## src/verilog/adcts_pkg.sv

```systemverilog
// Purpose: Shared constants and types for the converter trigger sequencer.
// Assumes: APB byte addressing, 32-bit data, one register per aligned word.
// Notes:   Function
// Function
// RULE_01 - The capacitor array is discharged before every sample.
// RULE_02 - A compare trigger starts work only in compare mode 1011 with the converter on.
// RULE_03 - An accepted trigger sets the go flag just like a software start.
// RULE_04 - Every compare trigger clears the linked timer counter; the code clears it only for triggers in compare mode 1011.
// RULE_05 - With the converter off the trigger is ignored but still clears the timer.
// RULE_06 - Software picks the channel and acquisition timing before any trigger.
// RULE_07 - Acquisition code 010 gives 4 bit periods of automatic acquisition.
// RULE_08 - Unimplemented control register bits read as zero.
// RULE_09 - The result sits in a high byte and a low byte register.
// RULE_10 - Completion clears go, sets the done flag and resumes sampling.
// RULE_11 - Clearing go mid-conversion aborts and keeps the old result.
// RULE_12 - A 10-bit conversion takes eleven bit periods.
// RULE_13 - Acquisition code 000 converts at once when go is set.
// RULE_14 - The justify bit aligns the result left or right, spare bits zero.
// RULE_15 - A trigger during acquisition or conversion does not restart it.
package adcts_pkg;

  // Register byte offsets
  localparam logic [7:0] OFS_RES_HI   = 8'h00;
  localparam logic [7:0] OFS_RES_LO   = 8'h04;
  localparam logic [7:0] OFS_RUN      = 8'h08;
  localparam logic [7:0] OFS_PINREF   = 8'h0c;
  localparam logic [7:0] OFS_TIMING   = 8'h10;
  localparam logic [7:0] OFS_CMPMODE  = 8'h14;
  localparam logic [7:0] OFS_IRQ_STAT = 8'h18;
  localparam logic [7:0] OFS_IRQ_MASK = 8'h1c;

  // Field positions in the run control and interrupt registers
  localparam int RUN_ON_BIT  = 0;
  localparam int RUN_GO_BIT  = 1;
  localparam int RUN_CHS_LSB = 2;
  localparam int DONE_BIT    = 0;

  // Compare mode that carries a special event
  localparam logic [3:0] CMP_MODE_SPECIAL = 4'hb;

  // Sequence lengths in bit periods
  localparam int          RES_WIDTH   = 10;
  localparam logic [4:0]  CONV_TADS   = 5'h0b;
  localparam logic [4:0]  REST_TADS   = 5'h02;
  localparam logic [4:0]  DISCH_TADS  = 5'h01;
  localparam logic [2:0]  ACQ_MANUAL  = 3'h0;
  localparam logic [6:0]  RC_DIV_DEF  = 7'h64;

  // Reset values
  localparam logic [7:0]  RST_BYTE    = 8'h00;

  typedef struct packed {
    logic [1:0] vref;
    logic [3:0] pins;
  } adcts_pinref_t;

  typedef struct packed {
    logic       justify;
    logic [2:0] acqt;
    logic [2:0] adcs;
  } adcts_timing_t;

  typedef enum logic [2:0] {
    S_OFF, S_DISCH, S_SAMPLE, S_ACQ, S_CONV, S_REST
  } adcts_state_t;

  // Acquisition length in bit periods per code
  function automatic logic [4:0] adcts_acq_tads(input logic [2:0] code);
    logic [4:0] n;
    n = 5'h00;
    unique case (code)
      3'h0: n = 5'h00;
      3'h1: n = 5'h02;
      3'h2: n = 5'h04;
      3'h3: n = 5'h06;
      3'h4: n = 5'h08;
      3'h5: n = 5'h0c;
      3'h6: n = 5'h10;
      3'h7: n = 5'h14;
    endcase
    return n;
  endfunction : adcts_acq_tads

  // Clock cycles per bit period per code
  function automatic logic [6:0] adcts_tad_div(input logic [2:0] code,
                                               input logic [6:0] rc_div);
    logic [6:0] d;
    d = rc_div;
    unique case (code)
      3'h0: d = 7'h02;
      3'h4: d = 7'h04;
      3'h1: d = 7'h08;
      3'h5: d = 7'h10;
      3'h2: d = 7'h20;
      3'h6: d = 7'h40;
      3'h3, 3'h7: d = rc_div;
    endcase
    return d;
  endfunction : adcts_tad_div

endpackage : adcts_pkg

```

## src/verilog/adcts_tad_div.sv

```systemverilog
// Purpose: Bit period tick generator.
// Assumes: div of at least 2.
// Notes:   Clear realigns the period to a state change.
`timescale 1ns/1ns
module adcts_tad_div
  import adcts_pkg::*;
(
  input  wire logic       pclk,
  input  wire logic       presetn,
  input  wire logic       clear,
  input  wire logic [6:0] div,
  output logic            tick
);

  logic [6:0] cnt;
  wire        wrap = (cnt >= div - 7'h01); // A shortened div still wraps at once

  // Count clocks, pulse once per period
  always_ff @(posedge pclk or negedge presetn) begin
    if (!presetn) begin
      cnt  <= 7'h00;
      tick <= 1'b0;
    end else begin
      cnt  <= (clear || wrap) ? 7'h00 : cnt + 7'h01;
      tick <= wrap && !clear;
    end
  end

endmodule : adcts_tad_div

```

## src/verilog/adcts_sar.sv

```systemverilog
// Purpose: Successive approximation register, one bit per tick.
// Assumes: cmp_hi high when the input is above the trial code.
// Notes:   Done pulses on the tick after the last bit decision.
`timescale 1ns/1ns
module adcts_sar
  import adcts_pkg::*;
#(
  parameter int W = RES_WIDTH
) (
  input  wire logic         pclk,
  input  wire logic         presetn,
  input  wire logic         start,
  input  wire logic         abort,
  input  wire logic         tick,
  input  wire logic         cmp_hi,
  output logic [W-1:0]      trial,
  output logic [W-1:0]      result,
  output logic              done
);

  logic [W-1:0] mask;
  logic         busy;
  wire  [W-1:0] keep = cmp_hi ? mask : '0;
  wire  [W-1:0] next_trial = (trial & ~mask) | keep | (mask >> 1);

  // Walk the mask from the top bit down, then finish
  always_ff @(posedge pclk or negedge presetn) begin
    if (!presetn) begin
      trial  <= '0;
      mask   <= '0;
      result <= '0;
      busy   <= 1'b0;
      done   <= 1'b0;
    end else begin
      done <= 1'b0;
      if (abort) begin
        busy <= 1'b0;
        mask <= '0;
      end else if (start) begin
        busy  <= 1'b1;
        mask  <= {1'b1, {(W-1){1'b0}}};
        trial <= {1'b1, {(W-1){1'b0}}};
      end else if (busy && tick) begin
        if (mask != '0) begin
          trial <= next_trial;
          mask  <= mask >> 1;
        end else begin
          result <= trial;
          busy   <= 1'b0;
          done   <= 1'b1; // RULE_12
        end
      end
    end
  end

endmodule : adcts_sar

```

## src/verilog/adcts_top.sv

```systemverilog
// Purpose: Converter control with APB registers and compare trigger start.
// Assumes: special_event is a one-cycle pulse on pclk; cmp_hi_async is analog.
// Notes:   Zero-wait APB is not used; every access takes one wait state.
//          Bit periods under 4 clocks outrun the trial code to comparator sync path.
//
// Design decisions made here: the register addresses and the APB register port.
`timescale 1ns/1ns
module adcts_top
  import adcts_pkg::*;
#(
  parameter logic [6:0] RC_DIV = RC_DIV_DEF
) (
  input  wire logic         pclk,
  input  wire logic         presetn,
  input  wire logic         psel,
  input  wire logic         penable,
  input  wire logic         pwrite,
  input  wire logic [7:0]   paddr,
  input  wire logic [31:0]  pwdata,
  output logic [31:0]       prdata,
  output logic              pready,
  output logic              pslverr,
  output logic              irq,
  input  wire logic         special_event,
  output logic              timer_clear,
  input  wire logic         cmp_hi_async,
  output logic              discharge,
  output logic              sample_en,
  output logic [3:0]        channel,
  output logic [1:0]        vref_sel,
  output logic [3:0]        pin_cfg,
  output logic [9:0]        dac_code
);

  // Software-visible state
  logic [7:0]     res_hi;
  logic [7:0]     res_lo;
  logic [3:0]     chs;
  logic           conv_on;
  logic           go;
  adcts_pinref_t  pinref;
  adcts_timing_t  timing;
  logic [3:0]     cmp_mode;
  logic           done_flag;
  logic           done_mask;

  // Sequencer state
  adcts_state_t   state;
  adcts_state_t   next_state;
  logic [4:0]     tad_cnt;
  logic           tad_tick;
  logic           cmp_meta;
  logic           cmp_sync;
  logic [9:0]     sar_trial;
  logic [9:0]     sar_result;
  logic           sar_done;

  // APB phase decode
  wire acc       = psel && penable;
  wire capture   = acc && !pready;
  wire fin       = acc && pready;
  wire sel_hi    = (paddr == OFS_RES_HI);
  wire sel_lo    = (paddr == OFS_RES_LO);
  wire sel_run   = (paddr == OFS_RUN);
  wire sel_pin   = (paddr == OFS_PINREF);
  wire sel_tim   = (paddr == OFS_TIMING);
  wire sel_cmp   = (paddr == OFS_CMPMODE);
  wire sel_stat  = (paddr == OFS_IRQ_STAT);
  wire sel_mask  = (paddr == OFS_IRQ_MASK);
  wire hit       = sel_hi | sel_lo | sel_run | sel_pin
                 | sel_tim | sel_cmp | sel_stat | sel_mask;
  wire wr        = fin && pwrite && hit;
  wire rd_stat   = fin && !pwrite && sel_stat;

  // Read data, spare bits as zero
  wire [31:0] rd_run  = {26'h0, chs, go, conv_on};                  // RULE_08
  wire [31:0] rd_pin  = {26'h0, pinref};                            // RULE_08
  wire [31:0] rd_tim  = {24'h0, timing.justify, 1'b0,
                         timing.acqt, timing.adcs};                 // RULE_08
  wire [31:0] rd_mux  = sel_hi   ? {24'h0, res_hi}   :
                        sel_lo   ? {24'h0, res_lo}   :
                        sel_run  ? rd_run            :
                        sel_pin  ? rd_pin            :
                        sel_tim  ? rd_tim            :
                        sel_cmp  ? {28'h0, cmp_mode} :
                        sel_stat ? {31'h0, done_flag} :
                        sel_mask ? {31'h0, done_mask} : 32'h0;

  // Trigger qualification
  wire trig_mode   = special_event && (cmp_mode == CMP_MODE_SPECIAL);
  wire trig_accept = trig_mode && conv_on;                          // RULE_02

  // Go flag set and clear terms
  wire sw_go_set   = wr && sel_run && pwdata[RUN_GO_BIT];
  wire sw_go_clr   = wr && sel_run && !pwdata[RUN_GO_BIT];
  wire next_on     = (wr && sel_run) ? pwdata[RUN_ON_BIT] : conv_on;
  wire conv_end    = (state == S_CONV) && sar_done && go;
  wire go_set      = trig_accept || sw_go_set;                      // RULE_03
  wire next_go     = next_on && (go_set || (go && !sw_go_clr && !conv_end));

  // Sequencer timing
  wire [4:0] acq_len  = adcts_acq_tads(timing.acqt);                 // RULE_07
  wire [6:0] div_len  = adcts_tad_div(timing.adcs, RC_DIV);
  wire       state_chg = (state != next_state);
  wire       acq_skip  = (timing.acqt == ACQ_MANUAL);
  wire       tad_last_disch = tad_tick && (tad_cnt == DISCH_TADS - 5'h01);
  wire       tad_last_rest  = tad_tick && (tad_cnt == REST_TADS - 5'h01);
  wire       tad_last_acq   = tad_tick && (tad_cnt == acq_len - 5'h01);
  wire       sar_start = state_chg && (next_state == S_CONV);
  wire       sar_abort = (state == S_CONV) && !go;                  // RULE_11

  // Justified result bytes
  wire [7:0] just_hi = timing.justify ? {6'h00, sar_result[9:8]}
                                      : sar_result[9:2];            // RULE_14
  wire [7:0] just_lo = timing.justify ? sar_result[7:0]
                                      : {sar_result[1:0], 6'h00};   // RULE_14

  // Next state of the sequencer
  always_comb begin
    next_state = state;
    unique case (state)
      S_OFF: begin
        if (conv_on) next_state = S_DISCH;
      end
      S_DISCH: begin
        if (tad_last_disch) next_state = S_SAMPLE;                  // RULE_01
      end
      S_SAMPLE: begin
        if (go) next_state = acq_skip ? S_CONV : S_ACQ;             // RULE_13
      end
      S_ACQ: begin
        if (!go) next_state = S_REST;                               // RULE_11
        else if (tad_last_acq) next_state = S_CONV;                 // RULE_07
      end
      S_CONV: begin
        if (!go || sar_done) next_state = S_REST;                   // RULE_10
      end
      S_REST: begin
        if (tad_last_rest) next_state = S_DISCH;                    // RULE_01
      end
    endcase
    if (!conv_on) next_state = S_OFF;
  end

  // State register and bit period count
  always_ff @(posedge pclk or negedge presetn) begin
    if (!presetn) begin
      state   <= S_OFF;
      tad_cnt <= 5'h00;
    end else begin
      state   <= next_state;
      tad_cnt <= state_chg ? 5'h00 : tad_cnt + {4'h0, tad_tick};
    end
  end

  // Comparator synchroniser
  always_ff @(posedge pclk or negedge presetn) begin
    if (!presetn) begin
      cmp_meta <= 1'b0;
      cmp_sync <= 1'b0;
    end else begin
      cmp_meta <= cmp_hi_async;
      cmp_sync <= cmp_meta;
    end
  end

  // Bit period clock
  adcts_tad_div u_tad (
    .pclk    (pclk),
    .presetn (presetn),
    .clear   (state_chg),
    .div     (div_len),
    .tick    (tad_tick)
  );

  // Conversion engine
  adcts_sar #(.W(RES_WIDTH)) u_sar (
    .pclk    (pclk),
    .presetn (presetn),
    .start   (sar_start),
    .abort   (sar_abort),
    .tick    (tad_tick),
    .cmp_hi  (cmp_sync),
    .trial   (sar_trial),
    .result  (sar_result),
    .done    (sar_done)
  );

  // Run control and go flag; a set beats any clear except turning the converter off
  always_ff @(posedge pclk or negedge presetn) begin
    if (!presetn) begin
      conv_on <= 1'b0;
      go      <= 1'b0;
      chs     <= 4'h0;
    end else begin
      conv_on <= next_on;
      go      <= next_go;                                           // RULE_15
      if (wr && sel_run) chs <= pwdata[RUN_CHS_LSB +: 4];
    end
  end

  // Configuration registers
  always_ff @(posedge pclk or negedge presetn) begin
    if (!presetn) begin
      pinref    <= '0;
      timing    <= '0;
      cmp_mode  <= 4'h0;
      done_mask <= 1'b0;
    end else begin
      if (wr && sel_pin)  pinref    <= pwdata[5:0];
      if (wr && sel_tim)  timing    <= {pwdata[7], pwdata[5:0]};
      if (wr && sel_cmp)  cmp_mode  <= pwdata[3:0];
      if (wr && sel_mask) done_mask <= pwdata[DONE_BIT];
    end
  end

  // Result bytes; a finished conversion beats a software write
  always_ff @(posedge pclk or negedge presetn) begin
    if (!presetn) begin
      res_hi <= RST_BYTE;
      res_lo <= RST_BYTE;
    end else if (conv_end) begin
      res_hi <= just_hi;                                            // RULE_09
      res_lo <= just_lo;                                            // RULE_09
    end else begin
      if (wr && sel_hi) res_hi <= pwdata[7:0];
      if (wr && sel_lo) res_lo <= pwdata[7:0];
    end
  end

  // Done flag clears on read of the captured bit, set wins
  always_ff @(posedge pclk or negedge presetn) begin
    if (!presetn) begin
      done_flag <= 1'b0;
      irq       <= 1'b0;
    end else begin
      done_flag <= conv_end || (done_flag && !(rd_stat && prdata[DONE_BIT])); // RULE_10
      irq       <= done_flag && done_mask;
    end
  end

  // APB answer one cycle into the access phase
  always_ff @(posedge pclk or negedge presetn) begin
    if (!presetn) begin
      pready  <= 1'b0;
      pslverr <= 1'b0;
      prdata  <= 32'h0;
    end else begin
      pready  <= capture;
      pslverr <= capture && !hit;
      if (capture) prdata <= pwrite ? 32'h0 : rd_mux;
    end
  end

  // Timer clear follows every trigger in compare mode 1011, converter on or off
  always_ff @(posedge pclk or negedge presetn) begin
    if (!presetn) begin
      timer_clear <= 1'b0;
    end else begin
      timer_clear <= trig_mode;                                     // RULE_04 RULE_05
    end
  end

  // Analog front end controls
  always_ff @(posedge pclk or negedge presetn) begin
    if (!presetn) begin
      discharge <= 1'b0;
      sample_en <= 1'b0;
      channel   <= 4'h0;
      vref_sel  <= 2'h0;
      pin_cfg   <= 4'h0;
      dac_code  <= 10'h000;
    end else begin
      discharge <= (next_state == S_DISCH);                         // RULE_01
      sample_en <= (next_state == S_SAMPLE) || (next_state == S_ACQ);
      channel   <= chs;
      vref_sel  <= pinref.vref;
      pin_cfg   <= pinref.pins;
      dac_code  <= sar_trial;
    end
  end

endmodule : adcts_top

```

## config.mk

```make
export PLATFORM = sky130hd
export DESIGN_NAME = adcts_top
export DESIGN_NICKNAME = d
export VERILOG_FILES = /design/src/verilog/adcts_pkg.sv /design/src/verilog/adcts_tad_div.sv /design/src/verilog/adcts_sar.sv /design/src/verilog/adcts_top.sv
export SDC_FILE = /design/constraint.sdc
export NUM_CORES = 1
export LEC_CHECK = 0
export ABC_AREA = 1
export BUFFER_PORTS_ARGS = -buffer_cell sky130_fd_sc_hd__buf_2
export CAP_MARGIN = 20
export CORE_MARGIN = 2
export CORE_UTILIZATION = 30
export CTS_CLUSTER_SIZE = 25
export DETAILED_ROUTE_END_ITERATION = 7
export HOLD_SLACK_MARGIN = 0.03
export MAX_ROUTING_LAYER = met4
export PLACE_DENSITY = 0.56
export SYNTH_ARGS = -nofsm -noshare
export SYNTH_HDL_FRONTEND = slang
export SYNTH_SLANG_ARGS = --single-unit
```

## constraint.sdc

```tcl
create_clock -name pclk -period 2.2 [get_ports pclk]
set_input_delay 0.11 -clock pclk [delete_from_list [all_inputs] [get_ports pclk]]
set_output_delay 0.11 -clock pclk [all_outputs]
set_load 0.1 [all_outputs]
```

Word-level counts from Yosys, hierarchy flattened:

Memory sizes are Yosys's and may differ from the RTL's.
Index checks and enable logic that the tools add are counted.
W data, S select, Z words.

* latch bits: 0
* word-level logic and storage cells: 184
* RAM bits: 0
* memories kept: 2
* input bits: 47
* output and inout port bits: 58
* bits in read-only memories: 80
* bits in registers: 149

Memory list
* (name not given): words 8, width 6, read ports 1, clocked after Yosys merged registers in 0, wr ports 0, line adcts_pkg.sv:89 `unique case (code)`
* (name not given): words 8, width 4, read ports 1, clocked after Yosys merged registers in 0, wr ports 0, line adcts_pkg.sv:71 `unique case (code)`

* reductions and logical operators: 64
* order comparisons: 1
* add/subtract/negate cells: 4
* equality and inequality tests: 21
* bitwise gates (word level): 14
* multiply operators: 0
* divide/modulo/power cells: 0
* muxes and demuxes: 43
* shift operators: 0

Operators with widths (count)
* $mux W8: 12
* $mux W10: 8
* $logic_and A1 B1 Y1: 34
* $eq A8 B5 Y1 const B: 4
* $mux W3: 8
* $pmux W3 S6: 1
* $eq A8 B4 Y1 const B: 2
* $eq A3 B2 Y1 const B: 4
* $mux W1: 11
* $and A10 B10 Y10: 1
* $not A10 Y10: 1
* $or A10 B10 Y10: 1
* $or A10 B9 Y10: 1
* $reduce_bool A10 Y1: 1
* $eq A3 B3 Y1 const B: 3
* $logic_not A1 Y1: 9
* $eq A8 B3 Y1 const B: 1
* $logic_not A8 Y1: 1
* $reduce_bool A2 Y1: 4
* $add A7 B1 Y7 const B: 1
* $ge A7 B7 Y1: 1
* $mux W7: 1
* $or A1 B1 Y1: 7
* $sub A7 B1 Y7 const B: 1
* other kinds (18): 29

Logic depth before layout (Yosys ltp):

* depth in word-level cells: 16
* mapped depth: 22
* gate-level depth less buffers: 22

Hierarchy:

A second synthesis with hierarchy kept.

* cells, all modules: 789
* area, all modules: 6424.9 sq um

Modules (own cells, without submodules)
* adcts_top: cells an instance 507, instances 1, seq. area each 2127.0 sq um, area an instance 4222.8 sq um
* adcts_sar: cells an instance 198, instances 1, seq. area each 800.8 sq um, area an instance 1562.7 sq um
* adcts_tad_div: cells an instance 84, instances 1, seq. area each 200.2 sq um, area an instance 639.4 sq um

Least setup slack after synthesis:

OpenSTA, ideal clock, no wires.

* path type: register to register
* start point: register timing, in the netlist rd_tim[5]
* end point: register u_sar.trial[2]
* path slack: -0.028 ns
* stages on the path, launching flop included: 19
* setup time: 0.121 ns
* period minus slack after synthesis: 2.228 ns
* data arrival time: 2.107 ns
* cell sequence: dfrtp_1 -> o21a_1 -> ha_1 -> inv_1 -> nand2_1 -> nand2_1 -> nor2_1 -> nand2_1 -> nor2_2 -> nand2_1 -> nand2_1 -> nand2_2 -> nand2_2 -> inv_2 -> nor3_4 -> nand2_8 -> buf_8 -> nand3_1 -> o21ai_1

* word-level cells in the longest chain between the ends: 12
* elaborated cells between the ends (all ways): 18
* classes of those cells: add/sub (1); eq/ne (3); mux (7); reduce/logical (6); memory (1)

RTL lines
* from (decl): line adcts_top.sv:42 `adcts_timing_t timing;`
* from (signal assigned): line adcts_top.sv:211 `if (wr && sel_tim) timing <= {pwdata[7], pwdata[5:0]};`
* $mem_v2 Z8 W4
* $sub A5 B1 Y5: line adcts_top.sv:108 `wire tad_last_acq = tad_tick && (tad_cnt == acq_len - 5'h01);`
* $eq A5 B5 Y1: line adcts_top.sv:108
* $logic_and A1 B1 Y1: line adcts_top.sv:108
* $mux W3: line adcts_top.sv:133 `else if (tad_last_acq) next_state = S_CONV;`
* $mux W3: line adcts_top.sv:132 `if (!go) next_state = S_REST;`
* $pmux W3 S6 *: line adcts_top.sv:121 `unique case (state)`
* $mux W3 *: line adcts_top.sv:142 `if (!conv_on) next_state = S_OFF;`
* via next_state[1]: line adcts_top.sv:49 `adcts_state_t next_state;`
* $ne A3 B3 Y1 / $eq A3 B3 Y1 (equally long branches): line adcts_top.sv:104, adcts_top.sv:109
* $logic_and A1 B1 Y1 *: line adcts_top.sv:109 `wire sar_start = state_chg && (next_state == S_CONV);`
* $reduce_bool A2 Y1 (no line)
* $reduce_and A3 Y1 (no line)
* to (signal assigned): line adcts_sar.sv:42 `trial <= {1'b1, {(W-1){1'b0}}};`
* to (signal assigned): line adcts_sar.sv:45 `trial <= next_trial;`
* to (decl): line adcts_sar.sv:16 `output logic [W-1:0] trial,`

Mark *: on every way through the listed nets, which the timed path passes. The rest lies on a longest branch.
A chain may end at the register's enable or synchronous reset.

Worst setup path in the final report:

Ends and elaborated chain as after synthesis.

==> impl_metrics.py <==
metrics = {
    "setup_path": {
        "cp-startpoint": "rd_tim[5]",
        "cp_cell_sequence": "o21a_1 > ha_4 > inv_2 > nand2_1 > nand2_1 > nor2_1 > nand2_1 > nor2_2 > nand2_1 > nand2_1 > nand2_2 > nand2_2 > inv_2 > nor3_4 > buf_6 > nand2_8 > buf_8 > nand3_2 > o21ai_1",
        "r2r-start": "rd_tim[5]",
        "endpoint": "u_sar.trial[2]",
        "cp.required_ns": 2.51,
        "cp-start-kind": "register",
        "worst_path_most_repeated_cell": "nand2_1",
        "criticalPathCategory": "reg2reg",
        "worstPathArrival_ns": 2.79,
        "path_max_fanout": 7,
        "r2r-end": "u_sar.trial[2]",
        "slowest_delay_ns": 0.42,
        "cp_slowest_cell": "dfrtp_1",
        "regToRegSetupSlack_ns": -0.28,
        "end_kind": "register",
        "ff2ff_path_depth": 19,
    },
    "power_and_ir_drop": {
        "power.internal_mw": 4.80,
        "vdd_ir_drop_max_v": 0.000483,
        "pwr-share-clk_pct": 40.6,
        "switchingPower_mw": 2.22,
        "comb_power_share_pct": 24.6,
        "sw_frac_of_total_pct": 31.6,
        "p_seq_share_pct": 34.8,
        "p_per_area_nw_per_um2": 873,
        "fin_total_pwr_mw": 7.01,
        "p_leak_nw": 3.91,
    },
    "route": {
        "drt-wirelength-per-cell_um": 13.6,
        "drtAntennaViolNets": 0,
        "drt_wl_total_mm": 15.2,
        "drtIter0Drc": 286,
        "avgViaCountPerCell": 4.51,
        "drt_first_pass_iters": 5,
        "vias": 5063,
        "drc": 0,
    },
    "logic_synthesis": {
        "yosysTopAreaCellShare_pct": 50.4,
        "synth_edf_count": 0,
        "yosysMostFrequentCell": "nand2_1",
        "ys_types": 50,
        "seq_area_frac_synth_pct": 50.4,
        "syn_inst": 717,
        "synthFlopType": "dfrtp_1",
        "syn-cell-area_um2": 6210,
        "synth_warnings": 0,
        "synthArstFlopShare_pct": 100,
        "synth_area_leaders": "dfrtp_1 (50%), nand2_1 (9.5%), inv_1 (4.6%), nor2_1 (3.9%), o21ai_0 (3.3%)",
        "syn_avg_cell_area_um2": 8.66,
        "ys_seq_elements": 125,
        "netlist_top_cells_count": "nand2_1 (158), dfrtp_1 (125), inv_1 (76)",
        "synth_top_area_cell": "dfrtp_1",
    },
    "global_route": {
        "grt_pass1_vias": 4972,
        "grt_use_total_pct": 14.9,
        "grt_pass1_wl_mm": 25.2,
        "grt_max_degree": 69,
        "antenna_found_initial": 0,
        "grt-ovfl-total": 0,
    },
    "clocking": {
        "path_clk_slew_ns": 0.06,
        "cts_tree": "built",
        "cts-root-buf": "clkbuf_16",
        "clock_latency_ns": 0.42,
        "ctsLongestPathBuffers": 2,
        "numCtsBuffers": 17,
        "htreeDepth": 4,
        "clkSinkCount": 125,
    },
    "timing": {
        "setup_viol": 46,
        "tightest_slew_ns": 0.534,
        "period_share_pct": 113,
        "fmax_ghz": 0.403,
        "worst_slack_ns": -0.284,
        "finalClockSkew_ns": 0.00728,
        "hold_violations": 0,
        "period_needed_ns": 2.48,
        "tns_ns": -9.33,
        "drv_slew": 0,
        "rsz0062_at_grt": "yes",
        "slew-limit-headroom_pct": 64.4,
    },
    "outcome": {
        "outcome": "finished with violations",
        "failed_checks": "setup timing",
    },
    "placement": {
        "dpl.hpwl_mm": 10.5,
        "port-buffer-count": 56,
        "place.gp.congestion": 0.847,
        "place_area_um2": 6900,
    },
    "die": {
        "die_area_um2": 21900,
        "start_util_pct": 30.6,
        "rows": 52,
        "io_pins": 105,
        "die_w_um": 148,
        "core_area_um2": 20300,
        "dieHeight_um": 148,
    },
    "cells_and_area": {
        "areaGrowthSynthToFinish_pct": 29.3,
        "nets": 902,
        "drive_gt1_share_pct": 25.8,
        "post-route-util_pct": 39.6,
        "fillers": 2067,
        "antenna_cells": 0,
        "final_area_um2": 8030,
    },
    "hold_path": {
        "hold_path_depth": 3,
        "hp-class": "in2reg",
    },
    "run": {
        "maxCapViolations": 0,
    },
}
-- worst min-delay path by stage --
stage / to / from
finish: rd_tim[1] / pwdata[1]
global route: pinref[1] / pwdata[1]
floorplan: channel[0] / presetn
global placement: timer_clear / presetn
CTS: rd_tim[1] / pwdata[1]
detailed placement: pin_cfg[2] / presetn
-- per-layer routing --
| layer | up-vias | routed length, um | GRT usage [%] |
|---|---|---|---|
| li1 | 2565 | - | - |
| met5 | - | 0 | - |
| met2 | 110 | 7100 | 22.9 |
| met4 | 0 | 260 | 5.33 |
| met3 | 19 | 680 | 3.40 |
| met1 | 2369 | 7190 | 19.4 |
-- flip-flops by register name, indices dropped and copies added, names as in the netlist, 3 cells and up --
signal        count
rd_tim            7
channel           4
u_sar.mask       10
state             3
tad_cnt           5
chs               4
cmp_mode          4
res_hi            8
dac_code         10
u_sar.result     10
pin_cfg           4
res_lo            8
pinref            6
prdata            8
u_sar.trial      10
u_tad.cnt         7
-- per-stage QoR --
stage                     hold slack (ns)  setup slack [ns]  instances
after floorplan                    -0.186           -0.0283        740
after global placement              0.136            -0.242       1058
after detailed placement            0.135            -0.294       1058
after CTS                          0.0318            -0.212       1118
after global routing               0.0550            -0.452       1122
final                              0.0217            -0.284       1122
-- cell type report --
| cell class | count | area, um2 | area share [%] |
|---|---|---|---|
| Sequential cell | 125 | 3130 | 39.0 |
| Clock inverter | 9 | 108 | 1.34 |
| Timing Repair Buffer | 115 | 825 | 10.3 |
| Tap cell | 270 | 338 | 4.21 |
| Inverter | 84 | 315 | 3.93 |
| Clock buffer | 23 | 498 | 6.20 |
| Multi-Input combinational cell | 496 | 2820 | 35.1 |
-- critical path, delay by kind of cell, from the launching register on --
kind | cells | cell delay [ns]
DFF | 1 | 0.42
buffers and inverters | 4 | 0.39
adders and majority gates | 1 | 0.28
AOI/OAI and AO/OA | 2 | 0.29
and+or+nand+nor | 12 | 0.97
-- power groups by stage --
stage | registers [mW] | logic (mW) | clock network, mW
floorplan | 2.59 | 0.739 | 0
global placement | 2.48 | 1.17 | 0
detailed placement | 2.47 | 1.18 | 0
CTS | 2.44 | 1.65 | 2.91
global route | 2.45 | 1.84 | 3.01
finish | 2.44 | 1.73 | 2.85
-- repair_timing --
item / 4_1_cts / 5_1_grt
setup buffers: 11 / 5
hold buffers: 13 / 0
setup endpoints to repair: 45 / 48
endpoints found under the hold margin: 62 / 0
resized for setup: 35 / 21
cloned: 4 / 0
pin swaps: 6 / 6
-- cells in the final DEF, fill, tap and decap left out, types with 15 or more instances in the layout --
master	count
ha_1	15
clkbuf_16	17
buf_4	37
inv_1	75
nand2_2	18
nand2_1	150
buf_2	55
o21ai_0	40
nand3_1	28
conb_1	24
a21oi_1	24
a31oi_1	16
nor2_1	54
dfrtp_1	125
-- kinds of logic (layout without fill, tap and decap cells) --
family / Yosys count / in the layout / synth area share (%)
DFF: 125 / 125 / 50.4
buffers and inverters: 123 / 231 / 9.41
and+or+nand+nor: 319 / 323 / 23.7
muxes: 6 / 6 / 1.07
adders and majority gates: 16 / 16 / 3.22
xor gates and xnor gates: 6 / 6 / 0.846
AOI/OAI and AO/OA: 121 / 121 / 11.3
other: 1 / 24 / 0.0604
Power figures use the tool's default switching activity.
